--- src/sensor_pkg.sv ---
// Shared constants, types and helpers for the pressure sensor serial readout.
package sensor_pkg;

  // ----------------------------------------
  // Timing
  // ----------------------------------------
  localparam int CLK_PERIOD_NS  = 20;
  localparam int SS_LOW_MIN_NS  = 8000;
  localparam int SS_LOW_MIN_CYC = (SS_LOW_MIN_NS + CLK_PERIOD_NS - 1) / CLK_PERIOD_NS;
  localparam logic [8:0] SS_CNT_MAX = 9'(SS_LOW_MIN_CYC);

  // ----------------------------------------
  // Widths, counts and encodings
  // ----------------------------------------
  localparam int BRIDGE_W   = 14;
  localparam int TEMP_W     = 11;
  localparam int PKT_W      = 32;
  localparam int CMD_W      = 24;
  localparam int FIFO_DEPTH = 32;
  localparam logic [3:0] BITS_PER_BYTE = 4'h8;
  localparam logic [1:0] CMD_BYTES     = 2'h3;
  localparam logic [1:0] STATUS_VALID  = 2'h0;
  localparam logic [1:0] STATUS_STALE  = 2'h2;
  localparam logic [4:0] PAD_BITS      = 5'h00;

  // ----------------------------------------
  // Synchronised pin positions and idle levels
  // ----------------------------------------
  localparam int PIN_SCL  = 0;
  localparam int PIN_SDA  = 1;
  localparam int PIN_SCLK = 2;
  localparam int PIN_SS   = 3;
  localparam int PIN_W    = 4;
  localparam logic [3:0] PIN_RST = 4'hb;

  typedef enum logic [2:0] {
    I_IDLE, I_ADDR, I_ACK, I_WR, I_RD, I_RD_ACK, I_RD_NEXT
  } i2c_state_t;

  // Byte idx of the packet, most significant first; bytes past the end read zero.
  function automatic logic [7:0] byte_of(input logic [31:0] pkt, input logic [2:0] idx);
    case (idx)
      3'h0:    byte_of = pkt[31:24];
      3'h1:    byte_of = pkt[23:16];
      3'h2:    byte_of = pkt[15:8];
      3'h3:    byte_of = pkt[7:0];
      default: byte_of = 8'h00;
    endcase
  endfunction

endpackage

--- src/fifo_if.sv ---
// Valid/ready carrier between the readout core and its command buffer.
`timescale 1ns/1ps
interface fifo_if #(parameter int W = 24);
  logic         push_valid;
  logic         push_ready;
  logic [W-1:0] push_data;
  logic         pop_valid;
  logic         pop_ready;
  logic [W-1:0] pop_data;

  modport src (output push_valid, push_data, pop_ready, input push_ready, pop_valid, pop_data);
  modport buf_side (input push_valid, push_data, pop_ready, output push_ready, pop_valid, pop_data);
endinterface

--- src/pin_sync.sv ---
// Two-stage synchroniser for a group of pin levels.
`timescale 1ns/1ps
module pin_sync #(
  parameter int         W   = 4,
  parameter logic [3:0] RST = 4'h0
) (
  input  wire logic         clk_in,
  input  wire logic         rst_in,
  input  wire logic [W-1:0] d_in,
  output logic      [W-1:0] q_out
);
  typedef struct packed {
    logic [W-1:0] s1;
    logic [W-1:0] s2;
  } sync_state_t;

  sync_state_t s;
  sync_state_t n;

  always_comb begin
    n    = s;
    n.s1 = d_in;
    n.s2 = s.s1;
  end

  always_ff @(posedge clk_in or posedge rst_in) begin
    if (rst_in) begin
      s.s1 <= RST[W-1:0];
      s.s2 <= RST[W-1:0];
    end else begin
      s <= n;
    end
  end

  assign q_out = s.s2;
endmodule

--- src/cmd_fifo.sv ---
// Parameterised flip-flop FIFO with valid/ready on both sides.
`timescale 1ns/1ps
module cmd_fifo #(
  parameter int W     = 24,
  parameter int DEPTH = 32
) (
  input  wire logic clk_in,
  input  wire logic rst_in,
  fifo_if.buf_side  f
);
  localparam int AW = $clog2(DEPTH);
  localparam logic [AW:0] FULL_CNT = (AW+1)'(DEPTH);

  typedef struct packed {
    logic [DEPTH-1:0][W-1:0] mem;
    logic [AW-1:0]           wp;
    logic [AW-1:0]           rp;
    logic [AW:0]             cnt;
  } fifo_state_t;

  fifo_state_t s;
  fifo_state_t n;
  logic        do_push;
  logic        do_pop;

  assign f.push_ready = (s.cnt != FULL_CNT);
  assign f.pop_valid  = (s.cnt != '0);
  assign f.pop_data   = s.mem[s.rp];
  assign do_push      = f.push_valid & f.push_ready;
  assign do_pop       = f.pop_valid & f.pop_ready;

  always_comb begin
    n = s;
    if (do_push) begin
      n.mem[s.wp] = f.push_data;
      n.wp        = s.wp + AW'(1);
    end
    if (do_pop) begin
      n.rp = s.rp + AW'(1);
    end
    case ({do_push, do_pop})
      2'b10:   n.cnt = s.cnt + (AW+1)'(1);
      2'b01:   n.cnt = s.cnt - (AW+1)'(1);
      default: n.cnt = s.cnt;
    endcase
  end

  always_ff @(posedge clk_in or posedge rst_in) begin
    if (rst_in) begin
      s <= '0;
    end else begin
      s <= n;
    end
  end
endmodule

--- src/sensor_readout.sv ---
// Serial readout core: I2C slave, SPI read-out and measurement request logic.
// ----------------------------------------
// Notes on behaviour
// - I2C read opens with 7-bit address plus read bit; device acknowledges.
// - In sleep, a read request wakes a full temperature, zero and bridge cycle; code does so only while no valid result is held.
// - A two or three byte fetch may act as request; host ignores stale data.
// - Fetch keeps sending bytes until host not-acknowledges and stops.
// - Three bytes: bridge pair with status on top, then temperature high byte.
// - Fourth byte ends 11-bit temperature; its low 5 bits are undefined.
// - SPI output changes on falling or rising edge per polarity bit, falling default.
// - SPI select low at least 8 us then high requests a full measurement.
// - Falling polarity: output changes after SCLK fall, host samples on rise.
// - SPI packet is 32 bits: bridge high, bridge low, T high, T low plus pad.
// - I2C write opens with 7-bit address plus write bit; device acknowledges; code does not while a refused command is pending.
// - In sleep, an I2C write requests a bridge-only measurement with old zero data.
// - Command writes are I2C only: address, command byte, 16-bit data.
// - After a completed fetch, status reads stale until a new result lands.
// - A fetch during a running measurement returns stale status.
// - In I2C mode the shared pin rises when new valid data is ready.
// - Interface select input: zero picks I2C, one picks SPI.
// ----------------------------------------
`timescale 1ns/1ps
module sensor_readout (
  input  wire logic        clk_in,
  input  wire logic        rst_in,
  input  wire logic [6:0]  dev_addr_in,
  input  wire logic        spi_sel_in,
  input  wire logic        spi_pol_in,
  input  wire logic        sleep_mode_in,
  input  wire logic        scl_in,
  input  wire logic        sda_in,
  output logic             sda_out,
  output logic             sda_oe_n_out,
  input  wire logic        sclk_in,
  input  wire logic        ss_n_in,
  output logic             int_out,
  output logic             int_oe_n_out,
  output logic             miso_out,
  output logic             miso_oe_n_out,
  input  wire logic        meas_done_in,
  input  wire logic [13:0] bridge_in,
  input  wire logic [10:0] temp_in,
  output logic             meas_start_out,
  output logic             meas_full_out,
  output logic             status_valid_out,
  output logic             cmd_valid_out,
  output logic [23:0]      cmd_word_out,
  input  wire logic        cmd_ready_in
);
  // ----------------------------------------
  // State
  // ----------------------------------------
  typedef struct packed {
    sensor_pkg::i2c_state_t st;
    logic [3:0]  bcnt;
    logic [7:0]  sh;
    logic        sda_drv;
    logic        rw;
    logic        act;
    logic [2:0]  bidx;
    logic        fetched;
    logic [1:0]  wcnt;
    logic [7:0]  cmd;
    logic [15:0] cdata;
    logic        push;
    logic [3:0]  prev;
    logic [31:0] pkt;
    logic [31:0] sp;
    logic        sfirst;
    logic [3:0]  sbits;
    logic [8:0]  sscnt;
    logic        moe_n;
    logic        valid;
    logic        busy;
    logic [13:0] bridge;
    logic [10:0] temp;
    logic        start;
    logic        full;
    logic        intr;
    logic        ioe_n;
    logic        cmd_v;
    logic [23:0] cmd_out;
  } core_state_t;

  core_state_t s;
  core_state_t n;
  logic [3:0]  pin;
  logic        scl_r, scl_f, sda_r, sda_f, sclk_r, sclk_f, ss_r, ss_f;
  logic        i2c_start, i2c_stop, addr_hit, chg_edge, smp_edge, ss_low;
  logic [31:0] pkt_now;

  fifo_if #(.W(sensor_pkg::CMD_W)) fq ();

  // Pins cross from the host's clocks; nothing reads them before the second stage.
  pin_sync #(.W(sensor_pkg::PIN_W), .RST(sensor_pkg::PIN_RST)) u_sync (
    .clk_in (clk_in),
    .rst_in (rst_in),
    .d_in   ({ss_n_in, sclk_in, sda_in, scl_in}),
    .q_out  (pin)
  );

  cmd_fifo #(.W(sensor_pkg::CMD_W), .DEPTH(sensor_pkg::FIFO_DEPTH)) u_fifo (
    .clk_in (clk_in),
    .rst_in (rst_in),
    .f      (fq)
  );

  // ----------------------------------------
  // Edges and packet
  // ----------------------------------------
  assign scl_r     = pin[sensor_pkg::PIN_SCL] & ~s.prev[sensor_pkg::PIN_SCL];
  assign scl_f     = ~pin[sensor_pkg::PIN_SCL] & s.prev[sensor_pkg::PIN_SCL];
  assign sda_r     = pin[sensor_pkg::PIN_SDA] & ~s.prev[sensor_pkg::PIN_SDA];
  assign sda_f     = ~pin[sensor_pkg::PIN_SDA] & s.prev[sensor_pkg::PIN_SDA];
  assign sclk_r    = pin[sensor_pkg::PIN_SCLK] & ~s.prev[sensor_pkg::PIN_SCLK];
  assign sclk_f    = ~pin[sensor_pkg::PIN_SCLK] & s.prev[sensor_pkg::PIN_SCLK];
  assign ss_r      = pin[sensor_pkg::PIN_SS] & ~s.prev[sensor_pkg::PIN_SS];
  assign ss_f      = ~pin[sensor_pkg::PIN_SS] & s.prev[sensor_pkg::PIN_SS];
  assign ss_low    = ~pin[sensor_pkg::PIN_SS];
  assign i2c_start = ~spi_sel_in & sda_f & pin[sensor_pkg::PIN_SCL];
  assign i2c_stop  = ~spi_sel_in & sda_r & pin[sensor_pkg::PIN_SCL];
  // A pending command that the full buffer refused blocks further writes.
  assign addr_hit  = (s.sh[7:1] == dev_addr_in) & (s.sh[0] | ~s.push);
  assign chg_edge  = spi_pol_in ? sclk_r : sclk_f;
  assign smp_edge  = spi_pol_in ? sclk_f : sclk_r;
  // Status shows stale while a measurement runs or after a fetch.
  assign pkt_now   = {(s.valid & ~s.busy) ? sensor_pkg::STATUS_VALID
                                          : sensor_pkg::STATUS_STALE,
                      s.bridge, s.temp, sensor_pkg::PAD_BITS};
  assign fq.push_valid = s.push;
  assign fq.push_data  = {s.cmd, s.cdata};
  assign fq.pop_ready  = ~s.cmd_v | cmd_ready_in;

  // ----------------------------------------
  // Next state
  // ----------------------------------------
  always_comb begin
    n       = s;
    n.start = 1'b0;
    n.prev  = pin;
    if (!spi_sel_in) begin
      if (i2c_start) begin
        n.st      = sensor_pkg::I_ADDR;
        n.bcnt    = 4'h0;
        n.sda_drv = 1'b0;
        n.fetched = 1'b0;
        n.wcnt    = 2'h0;
        n.bidx    = 3'h0;
      end else if (i2c_stop) begin
        if (s.act && s.rw && s.fetched) begin
          n.valid = 1'b0;
        end
        if (s.act && !s.rw && sleep_mode_in && !s.busy) begin
          n.start = 1'b1;
          n.full  = 1'b0;
          n.busy  = 1'b1;
        end
        if (s.act && !s.rw && !sleep_mode_in && s.wcnt == sensor_pkg::CMD_BYTES) begin
          n.push = 1'b1;
        end
        n.st      = sensor_pkg::I_IDLE;
        n.act     = 1'b0;
        n.sda_drv = 1'b0;
      end else begin
        case (s.st)
          sensor_pkg::I_ADDR, sensor_pkg::I_WR: begin
            if (scl_r) begin
              n.sh   = {s.sh[6:0], pin[sensor_pkg::PIN_SDA]};
              n.bcnt = s.bcnt + 4'h1;
            end else if (scl_f && s.bcnt == sensor_pkg::BITS_PER_BYTE) begin
              n.st      = sensor_pkg::I_ACK;
              n.sda_drv = 1'b1;
              if (s.st == sensor_pkg::I_WR) begin
                case (s.wcnt)
                  2'h0:    n.cmd         = s.sh;
                  2'h1:    n.cdata[15:8] = s.sh;
                  2'h2:    n.cdata[7:0]  = s.sh;
                  default: n.cmd         = s.cmd;
                endcase
                if (s.wcnt != sensor_pkg::CMD_BYTES) begin
                  n.wcnt = s.wcnt + 2'h1;
                end
              end else if (addr_hit) begin
                n.rw  = s.sh[0];
                n.act = 1'b1;
                n.pkt = pkt_now;
                if (s.sh[0] && sleep_mode_in && !s.valid && !s.busy) begin
                  n.start = 1'b1;
                  n.full  = 1'b1;
                  n.busy  = 1'b1;
                end
              end else begin
                n.st      = sensor_pkg::I_IDLE;
                n.sda_drv = 1'b0;
              end
            end
          end
          sensor_pkg::I_ACK, sensor_pkg::I_RD_NEXT: begin
            if (scl_f) begin
              if (s.rw) begin
                n.sh      = sensor_pkg::byte_of(s.pkt, s.bidx);
                n.sda_drv = ~n.sh[7];
                n.bidx    = (s.bidx == 3'h7) ? s.bidx : s.bidx + 3'h1;
                n.bcnt    = 4'h1;
                n.st      = sensor_pkg::I_RD;
              end else begin
                n.sda_drv = 1'b0;
                n.bcnt    = 4'h0;
                n.st      = sensor_pkg::I_WR;
              end
            end
          end
          sensor_pkg::I_RD: begin
            if (scl_f) begin
              if (s.bcnt == sensor_pkg::BITS_PER_BYTE) begin
                n.sda_drv = 1'b0;
                n.st      = sensor_pkg::I_RD_ACK;
              end else begin
                n.sh      = {s.sh[6:0], 1'b0};
                n.sda_drv = ~s.sh[6];
                n.bcnt    = s.bcnt + 4'h1;
              end
            end
          end
          sensor_pkg::I_RD_ACK: begin
            if (scl_r) begin
              n.fetched = 1'b1;
              n.st = pin[sensor_pkg::PIN_SDA] ? sensor_pkg::I_IDLE
                                              : sensor_pkg::I_RD_NEXT;
            end
          end
          sensor_pkg::I_IDLE: n.st = sensor_pkg::I_IDLE;
          default:            n.st = sensor_pkg::I_IDLE;
        endcase
      end
    end else begin
      if (ss_f) begin
        n.sp     = pkt_now;
        n.sfirst = 1'b1;
        n.sbits  = 4'h0;
        n.sscnt  = 9'h0;
      end else if (ss_low) begin
        if (s.sscnt != sensor_pkg::SS_CNT_MAX) begin
          n.sscnt = s.sscnt + 9'h1;
        end
        if (chg_edge) begin
          // Rising polarity keeps the first bit, loaded at select, through the first rise; shifting starts at the second rise.
          if (spi_pol_in && s.sfirst) begin
            n.sfirst = 1'b0;
          end else begin
            n.sp = {s.sp[30:0], 1'b0};
          end
        end
        if (smp_edge && s.sbits != sensor_pkg::BITS_PER_BYTE) begin
          n.sbits = s.sbits + 4'h1;
        end
      end else if (ss_r) begin
        if (s.sbits == 4'h0 && s.sscnt == sensor_pkg::SS_CNT_MAX && sleep_mode_in
            && !s.busy) begin
          n.start = 1'b1;
          n.full  = 1'b1;
          n.busy  = 1'b1;
        end
        if (s.sbits == sensor_pkg::BITS_PER_BYTE) begin
          n.valid = 1'b0;
        end
      end
    end
    // A result arriving with a fetch's clear wins over the clear.
    if (meas_done_in) begin
      n.busy   = 1'b0;
      n.valid  = 1'b1;
      n.bridge = bridge_in;
      n.temp   = temp_in;
    end
    n.moe_n = ~(spi_sel_in & ss_low);
    n.ioe_n = spi_sel_in;
    n.intr  = n.valid & ~n.busy;
    if (s.push && fq.push_ready) begin
      n.push = 1'b0;
    end
    if (i2c_stop && s.act && !s.rw && !sleep_mode_in && s.wcnt == sensor_pkg::CMD_BYTES) begin
      n.push = 1'b1;
    end
    if (s.cmd_v && cmd_ready_in) begin
      n.cmd_v = 1'b0;
    end
    if (fq.pop_valid && fq.pop_ready) begin
      n.cmd_v   = 1'b1;
      n.cmd_out = fq.pop_data;
    end
  end

  always_ff @(posedge clk_in or posedge rst_in) begin
    if (rst_in) begin
      s       <= '0;
      s.prev  <= sensor_pkg::PIN_RST;
      s.moe_n <= 1'b1;
      s.ioe_n <= 1'b1;
    end else begin
      s <= n;
    end
  end

  // ----------------------------------------
  // Outputs
  // ----------------------------------------
  // SDA is open drain: only the enable moves, the driven level is always low.
  assign sda_out          = 1'b0;
  assign sda_oe_n_out     = ~s.sda_drv;
  assign int_out          = s.intr;
  assign int_oe_n_out     = s.ioe_n;
  assign miso_out         = s.sp[31];
  assign miso_oe_n_out    = s.moe_n;
  assign meas_start_out   = s.start;
  assign meas_full_out    = s.full;
  assign status_valid_out = s.valid;
  assign cmd_valid_out    = s.cmd_v;
  assign cmd_word_out     = s.cmd_out;
endmodule

--- config.mk ---
export PLATFORM = sky130hd
export DESIGN_NAME = sensor_readout
export DESIGN_NICKNAME = d
export VERILOG_FILES = /design/src/sensor_pkg.sv /design/src/fifo_if.sv /design/src/pin_sync.sv /design/src/cmd_fifo.sv /design/src/sensor_readout.sv
export SDC_FILE = /design/constraint.sdc
export NUM_CORES = 2
export LEC_CHECK = 0
export ABC_AREA = 0
export BUFFER_PORTS_ARGS = -buffer_cell sky130_fd_sc_hd__clkbuf_2
export CORE_UTILIZATION = 45
export DETAILED_ROUTE_END_ITERATION = 12
export GPL_TIMING_DRIVEN = 0
export PLACE_DENSITY = 0.62
export SETUP_SLACK_MARGIN = 0.1
export SLEW_MARGIN = 20
export SYNTH_ARGS = -nofsm -noshare
export SYNTH_HDL_FRONTEND = slang
export SYNTH_SLANG_ARGS = --single-unit
--- constraint.sdc ---
create_clock -name clk_in -period 30.8 [get_ports clk_in]
set_clock_uncertainty 0.2 [all_clocks]
set_input_delay 3.08 -clock clk_in [delete_from_list [all_inputs] [get_ports clk_in]]
set_output_delay 3.08 -clock clk_in [all_outputs]
set_load 0.05 [all_outputs]
Word-level counts from Yosys, hierarchy flattened
Index checks and enable logic that the tools add are counted.
{"block": "totals", "reg_bits": 975, "inputBits": 43, "output_inout_bits": 34}
{"block": "op_classes", "muxes": 108, "bitwise_logic": 41, "addsub": 9, "reduce_logical": 79, "eq_ne": 55, "order_cmp": 3}
{"cell": "$bwmux 768", "count": 1}
{"cell": "$bmux 24 s5", "count": 1}
{"cell": "$demux 24 s5", "count": 1}
{"cell": "$mux 26", "count": 4}
{"cell": "$mux 46", "count": 2}
{"cell": "$mux 8", "count": 10}
{"cell": "$mux 2", "count": 24}
{"cell": "$mux 24", "count": 2}
{"cell": "$mux 3", "count": 13}
{"cell": "$pmux 13 s3", "count": 1}
{"cell": "$mux 12", "count": 3}
{"cell": "$reduce_bool 2->1", "count": 18}
{"cell": "$mux 33", "count": 1}
{"cell": "$mux 16", "count": 2}
{"cell": "$mux 32", "count": 1}
{"cell": "$pmux 8 s4", "count": 1}
{"cell": "$reduce_and 8->1", "count": 4}
{"cell": "$mux 1", "count": 31}
{"cell": "$mux 30", "count": 1}
{"cell": "$ne 4x4->1 const B", "count": 7}
{"cell": "$reduce_and 7->1", "count": 4}
{"cell": "$mux 27", "count": 1}
{"cell": "$ne 2x2->1 const B", "count": 13}
{"cell": "$mux 25", "count": 1}
{"cell": "47 further kinds", "count": 148}

Longest topological paths before layout
{"block": "logic_depth", "word_depth": 15, "depth_mapped": 10, "depth_no_buf": 10}

Cells and area by module
A second synthesis with hierarchy kept.
{"block": "hier_totals", "hier_cells": 3015, "hier_area_um2": 44292.5}
{"module": "cmd_fifo", "cells_per_inst": 2301, "area_each_um2": 35855.6, "seq_area_each_um2": 19618.8, "n_inst": 1}
{"module": "sensor_readout", "cells_per_inst": 705, "area_each_um2": 8225.4, "seq_area_each_um2": 4435.5, "n_inst": 1}
{"module": "pin_sync", "cells_per_inst": 9, "area_each_um2": 211.5, "seq_area_each_um2": 207.7, "n_inst": 1}

Worst setup path before layout
Ideal clock, no wire load.
{"block": "synth_path", "path_kind": "input to register", "startpoint": "input cmd_ready_in", "endpoint": "register u_fifo.s[5] (netlist name)", "n_path_buf": 1, "required_time_ps": 30521, "t_arrival_ps": 5162, "path_slack_ps": 25359, "stages": 8, "cell_sequence": "nand2b_1 > a21boi_1 > clkbuf_1 > ha_1 > ha_1 > or4b_2 > o211ai_1 > xor2_1"}
{"block": "synth_via", "elab_chain_cells": 4}
{"element": "start: declaration", "line": "sensor_readout.sv:48", "text": "input wire logic cmd_ready_in"}
{"element": "$or 1x1->1 *", "line": "sensor_readout.sv:132", "text": "assign fq.pop_ready = ~s.cmd_v | cmd_ready_in;"}
{"element": "$and 1x1->1 *", "line": "cmd_fifo.sv:30", "text": "assign do_pop = f.pop_valid & f.pop_ready;"}
{"element": "$eq 2x1->1 / $eq 2x2->1 (equally long branches)", "line": "cmd_fifo.sv:41", "text": "case ({do_push, do_pop})"}
{"element": "$pmux 6 s2 / $reduce_bool 2->1 (equally long branches)"}
{"element": "end signal: assignment", "line": "cmd_fifo.sv:52", "text": "s <= n;"}
{"element": "end: declaration", "line": "cmd_fifo.sv:21", "text": "fifo_state_t s;"}
Mark *: on every way between the ends. The rest lies on a longest branch, timed or not.
A chain may end at the register's enable or synchronous reset.

Worst setup path after layout
Same ends and word-level chain as after synthesis.

==> summary.md <==
| Metric | Value |
|---|---|
| WP data required | `31.14 ns` |
| Pre-Repair DR Iteration Count | `5` |
| # clock sinks | `969` |
| Power, Total | `3.31 mW` |
| Slowest-stage cell, CP | `clkbuf_1` |
| Hold Crit Class | `register to register` |
| Cts repair resizes | `0` |
| CTS Hold Bufs | `0` |
| Worst-Margin Slew | `1.05 ns` |
| Residual DRC | `0` |
| NumNets Final | `3377` |
| Vias post-DR | `27.1k` |
| Leak | `24.2 nW` |
| Post-synth top area share | `54.4%` |
| Clk root buf | `clkbuf_16` |
| Die width | `315 µm` |
| GR Util All Layers | `24.1%` |
| Crit. End Element | `register` |
| Hold_ws | `0.158 ns` |
| CTS tree | `done` |
| FMAX | `0.169 GHz` |
| Synth area leader | `dfrtp_1` |
| Yosys reg bits | `969` |
| Area delta synth->final | `12.9%` |
| Final antenna-violating net count | `0` |
| Sequential share of the synthesized area | `55.0%` |
| Synth Instances | `3119` |
| Total gr overflow | `0` |
| Cell variety after synth | `74` |
| FF/Latch Area | `24300 µm²` |
| Worst skew pair latency | `0.68 ns` |
| Final Hold Violating Endpoints | `0` |
| Critical Path Most Common Cell | `ha_1` |
| Post-CTS Setup Inserts | `0` |
| HPWL after DPL | `85800 µm` |
| Die area | `99200 µm²` |
| Main synth FF type | `dfrtp_1` |
| Critical path arrival | `6.27 ns` |
| First-pass GRT wire length | `180000 µm` |
| Setup violators final | `0` |
| Post-Layout Cell Count | `4671` |
| Max-Cap Viols | `0` |
| Ys Warns | `0` |
| Area of the multi-input gates | `18200 µm²` |
| Initial Util | `45.5%` |
| Core Region | `96900 µm²` |
| Initial antenna violation count | `3` |
| Max-slew violation count | `0` |
| Post-Syn Area | `44100 µm²` |
| Setup WS post-layout | `24.87 ns` |
| RSZ-0062 raised after global routing | `false` |
| Max VDD drop | `0.0483 mV` |
| CTS Buf Count | `103` |
| Outcome | `completed` |
| I/O Buffers | `74` |
| Worst stage delay on the critical path | `0.84 ns` |
| Fin crit period | `5.93 ns` |
| Largest net degree at the start of global routing | `112` |
| Top post-synthesis cells by area | `dfrtp_1 54%, mux2_2 19%, mux4_2 5.0%` |
| Share of cells above drive strength 1 | `38.5%` |
| TNS Setup | `0 ns` |
| Async SR Flop Fraction | `100%` |
| Clock Tree Buf Depth | `3` |
| Number of global-route vias before repair | `28.8k` |
| Placer congestion estimate | `0.906` |
| Worst slew margin | `29.8%` |
| Placed cells | `4478` |
| Initial DRC count | `1774` |
| Final core occ | `51.4%` |
| Worst path cell trace | `clkbuf_2 > nand2b_1 > a21boi_2 > clkbuf_1 > ha_1 > ha_1 > a21oi_1 > o21ai_0 > nand2_1 > o211ai_1 > xor2_1` |
| Wire per inst | `25.1 µm` |
| Placed instance area | `46300 µm²` |
| Critical path launch point type | `input pin` |
| Post-synthesis average cell area | `14.1 µm²` |
| Number of enable flip-flop cells after synthesis | `0` |
| FILL cells | `7975` |
| Pwr Density | `66.6 nW/µm²` |
| Final instance area | `49800 µm²` |
| Dpl ws | `23.92 ns` |
| I/O pin cnt | `77` |
| Worst-path fanout max | `10` |
| Post-Syn Nets | `3189` |
| CTS H-tree depth | `3` |
| Final WL | `117000 µm` |
| Clock transition at path regs | `0.06 ns` |
| Fin crit share | `19.3%` |
| Vias per cell | `5.80` |
| Die H | `315 µm` |
| Crit Path Category | `input pin to register` |
| Std-Cell Rows | `114` |
## logic make-up after synthesis
group | after synthesis | synth area share, %
simple gates | 320 | 3.83
fa+ha+maj | 27 | 0.783
mux | 1158 | 31.4
other cells | 1 | 0.00851
buf+inv | 315 | 3.76
compound gates | 303 | 4.62
xor+xnor | 26 | 0.517
flops | 969 | 55.0
## final cells by class
| cell class | instances | area share (%) |
|---|---|---|
| Inverter | 31 | 0.249 |
| Sequential cell | 969 | 48.7 |
| Buffer | 284 | 3.10 |
| Multi-Input combinational cell | 1835 | 36.5 |
| Antenna cell | 7 | 0.0352 |
| Tap cell | 1276 | 3.21 |
| Timing Repair Buffer | 83 | 1.24 |
| Clock inverter | 41 | 0.880 |
| Clock buffer | 145 | 6.03 |
## worst max-delay path: cells and delay by family
kind                     cells  cell delay (ns)
XOR/XNOR                     1             0.16
AO/OA/AOI/OAI                4             1.08
adder cells (fa/ha/maj)      2             0.79
AND/OR/NAND/NOR              2             0.24
buffers and inverters        2             0.91
## per-layer routing
layer	vias to the layer above	wire length (µm)	global-route usage, %
li1	11800	-	-
met1	14365	50900	32.8
met2	736	56700	39.3
met3	196	6090	4.08
met4	4	3410	7.39
met5	-	27	0
## state kept, by name, indices dropped and copies added, names as in the netlist
signal and count:
meas_full_out 1, miso_oe_n_out 1, status_valid_out 1, meas_start_out 1, cmd_word_out 24, fq.push_valid 1, pkt_now 25, s 95
fq.push_data 24, u_sync.q_out 4, miso_out 1, int_oe_n_out 1, cmd_valid_out 1, u_sync.n 4, u_fifo.s 784, int_out 1
## cells in the final DEF (no fill, tap or decap), drive strengths merged, types with 4 or more instances in the layout
master,Yosys,layout
nor4bb,4,4
nand3,15,15
o22ai,100,100
clkbuf,125,344
and2,6,6
clkinvlp,0,4
nor2,75,75
nor3,6,6
a21oi,25,25
nand4,11,11
and3,4,4
buf,159,168
bufinv,0,8
diode,0,7
a22o,24,24
nor4,26,26
o31ai,6,6
clkinv,0,26
nand2,118,118
mux2,845,845
nand3b,7,7
xnor2,16,16
xor2,10,10
o21ai,62,62
dfrtp,958,958
a311oi,23,23
mux4,97,97
nand2b,7,7
ha,26,26
inv,31,34
dfstp,11,11
nor3b,6,6
nor2b,13,13
o211ai,5,5
mux2i,216,216
a22oi,31,31
## path summary, 6_finish.rpt
path | start | end | slack [ns] | cells after the start
setup / recovery | cmd_ready_in | u_fifo.s[5] | 24.87 | 11
hold / removal | u_sync.n[2] | u_sync.q_out[2] | 0.16 | 0
setup reg to reg | u_fifo.s[1] | u_fifo.s[5] | 26.95 | 10
hold reg to reg | u_sync.n[2] | u_sync.q_out[2] | 0.16 | 0
max in group asynchronous | rst_in | u_fifo.s[705] | 26.15 | 5
min in group asynchronous | rst_in | s[60] | 2.34 | 2
## cells in the mapped netlist, types with 4 or more instances
master,n
nand2b_1,7
nor4_1,26
nand3_1,15
o21ai_0,62
a311oi_1,23
nor2_1,75
a22oi_1,31
nor4bb_1,4
nor3_1,6
nor3b_1,5
xor2_1,10
dfrtp_1,958
mux4_2,97
and3_1,4
and2_1,6
xnor2_1,16
nand2_2,35
buf_4,108
mux2_1,101
buf_2,43
o22ai_1,100
clkbuf_1,124
nand3b_1,7
nand2_1,83
nand4_1,11
a21oi_1,24
o211ai_1,5
ha_1,26
nor2b_1,13
mux2i_1,216
inv_1,31
buf_1,6
dfstp_2,11
o31ai_1,6
a22o_1,24
mux2_2,744
## report_power, final
group          internal, mW  switching [mW]
Clock                 0.743           0.518
Sequential             1.32          0.0528
Combinational         0.225           0.456
Note: power is estimated with default switching activity, not from simulation.
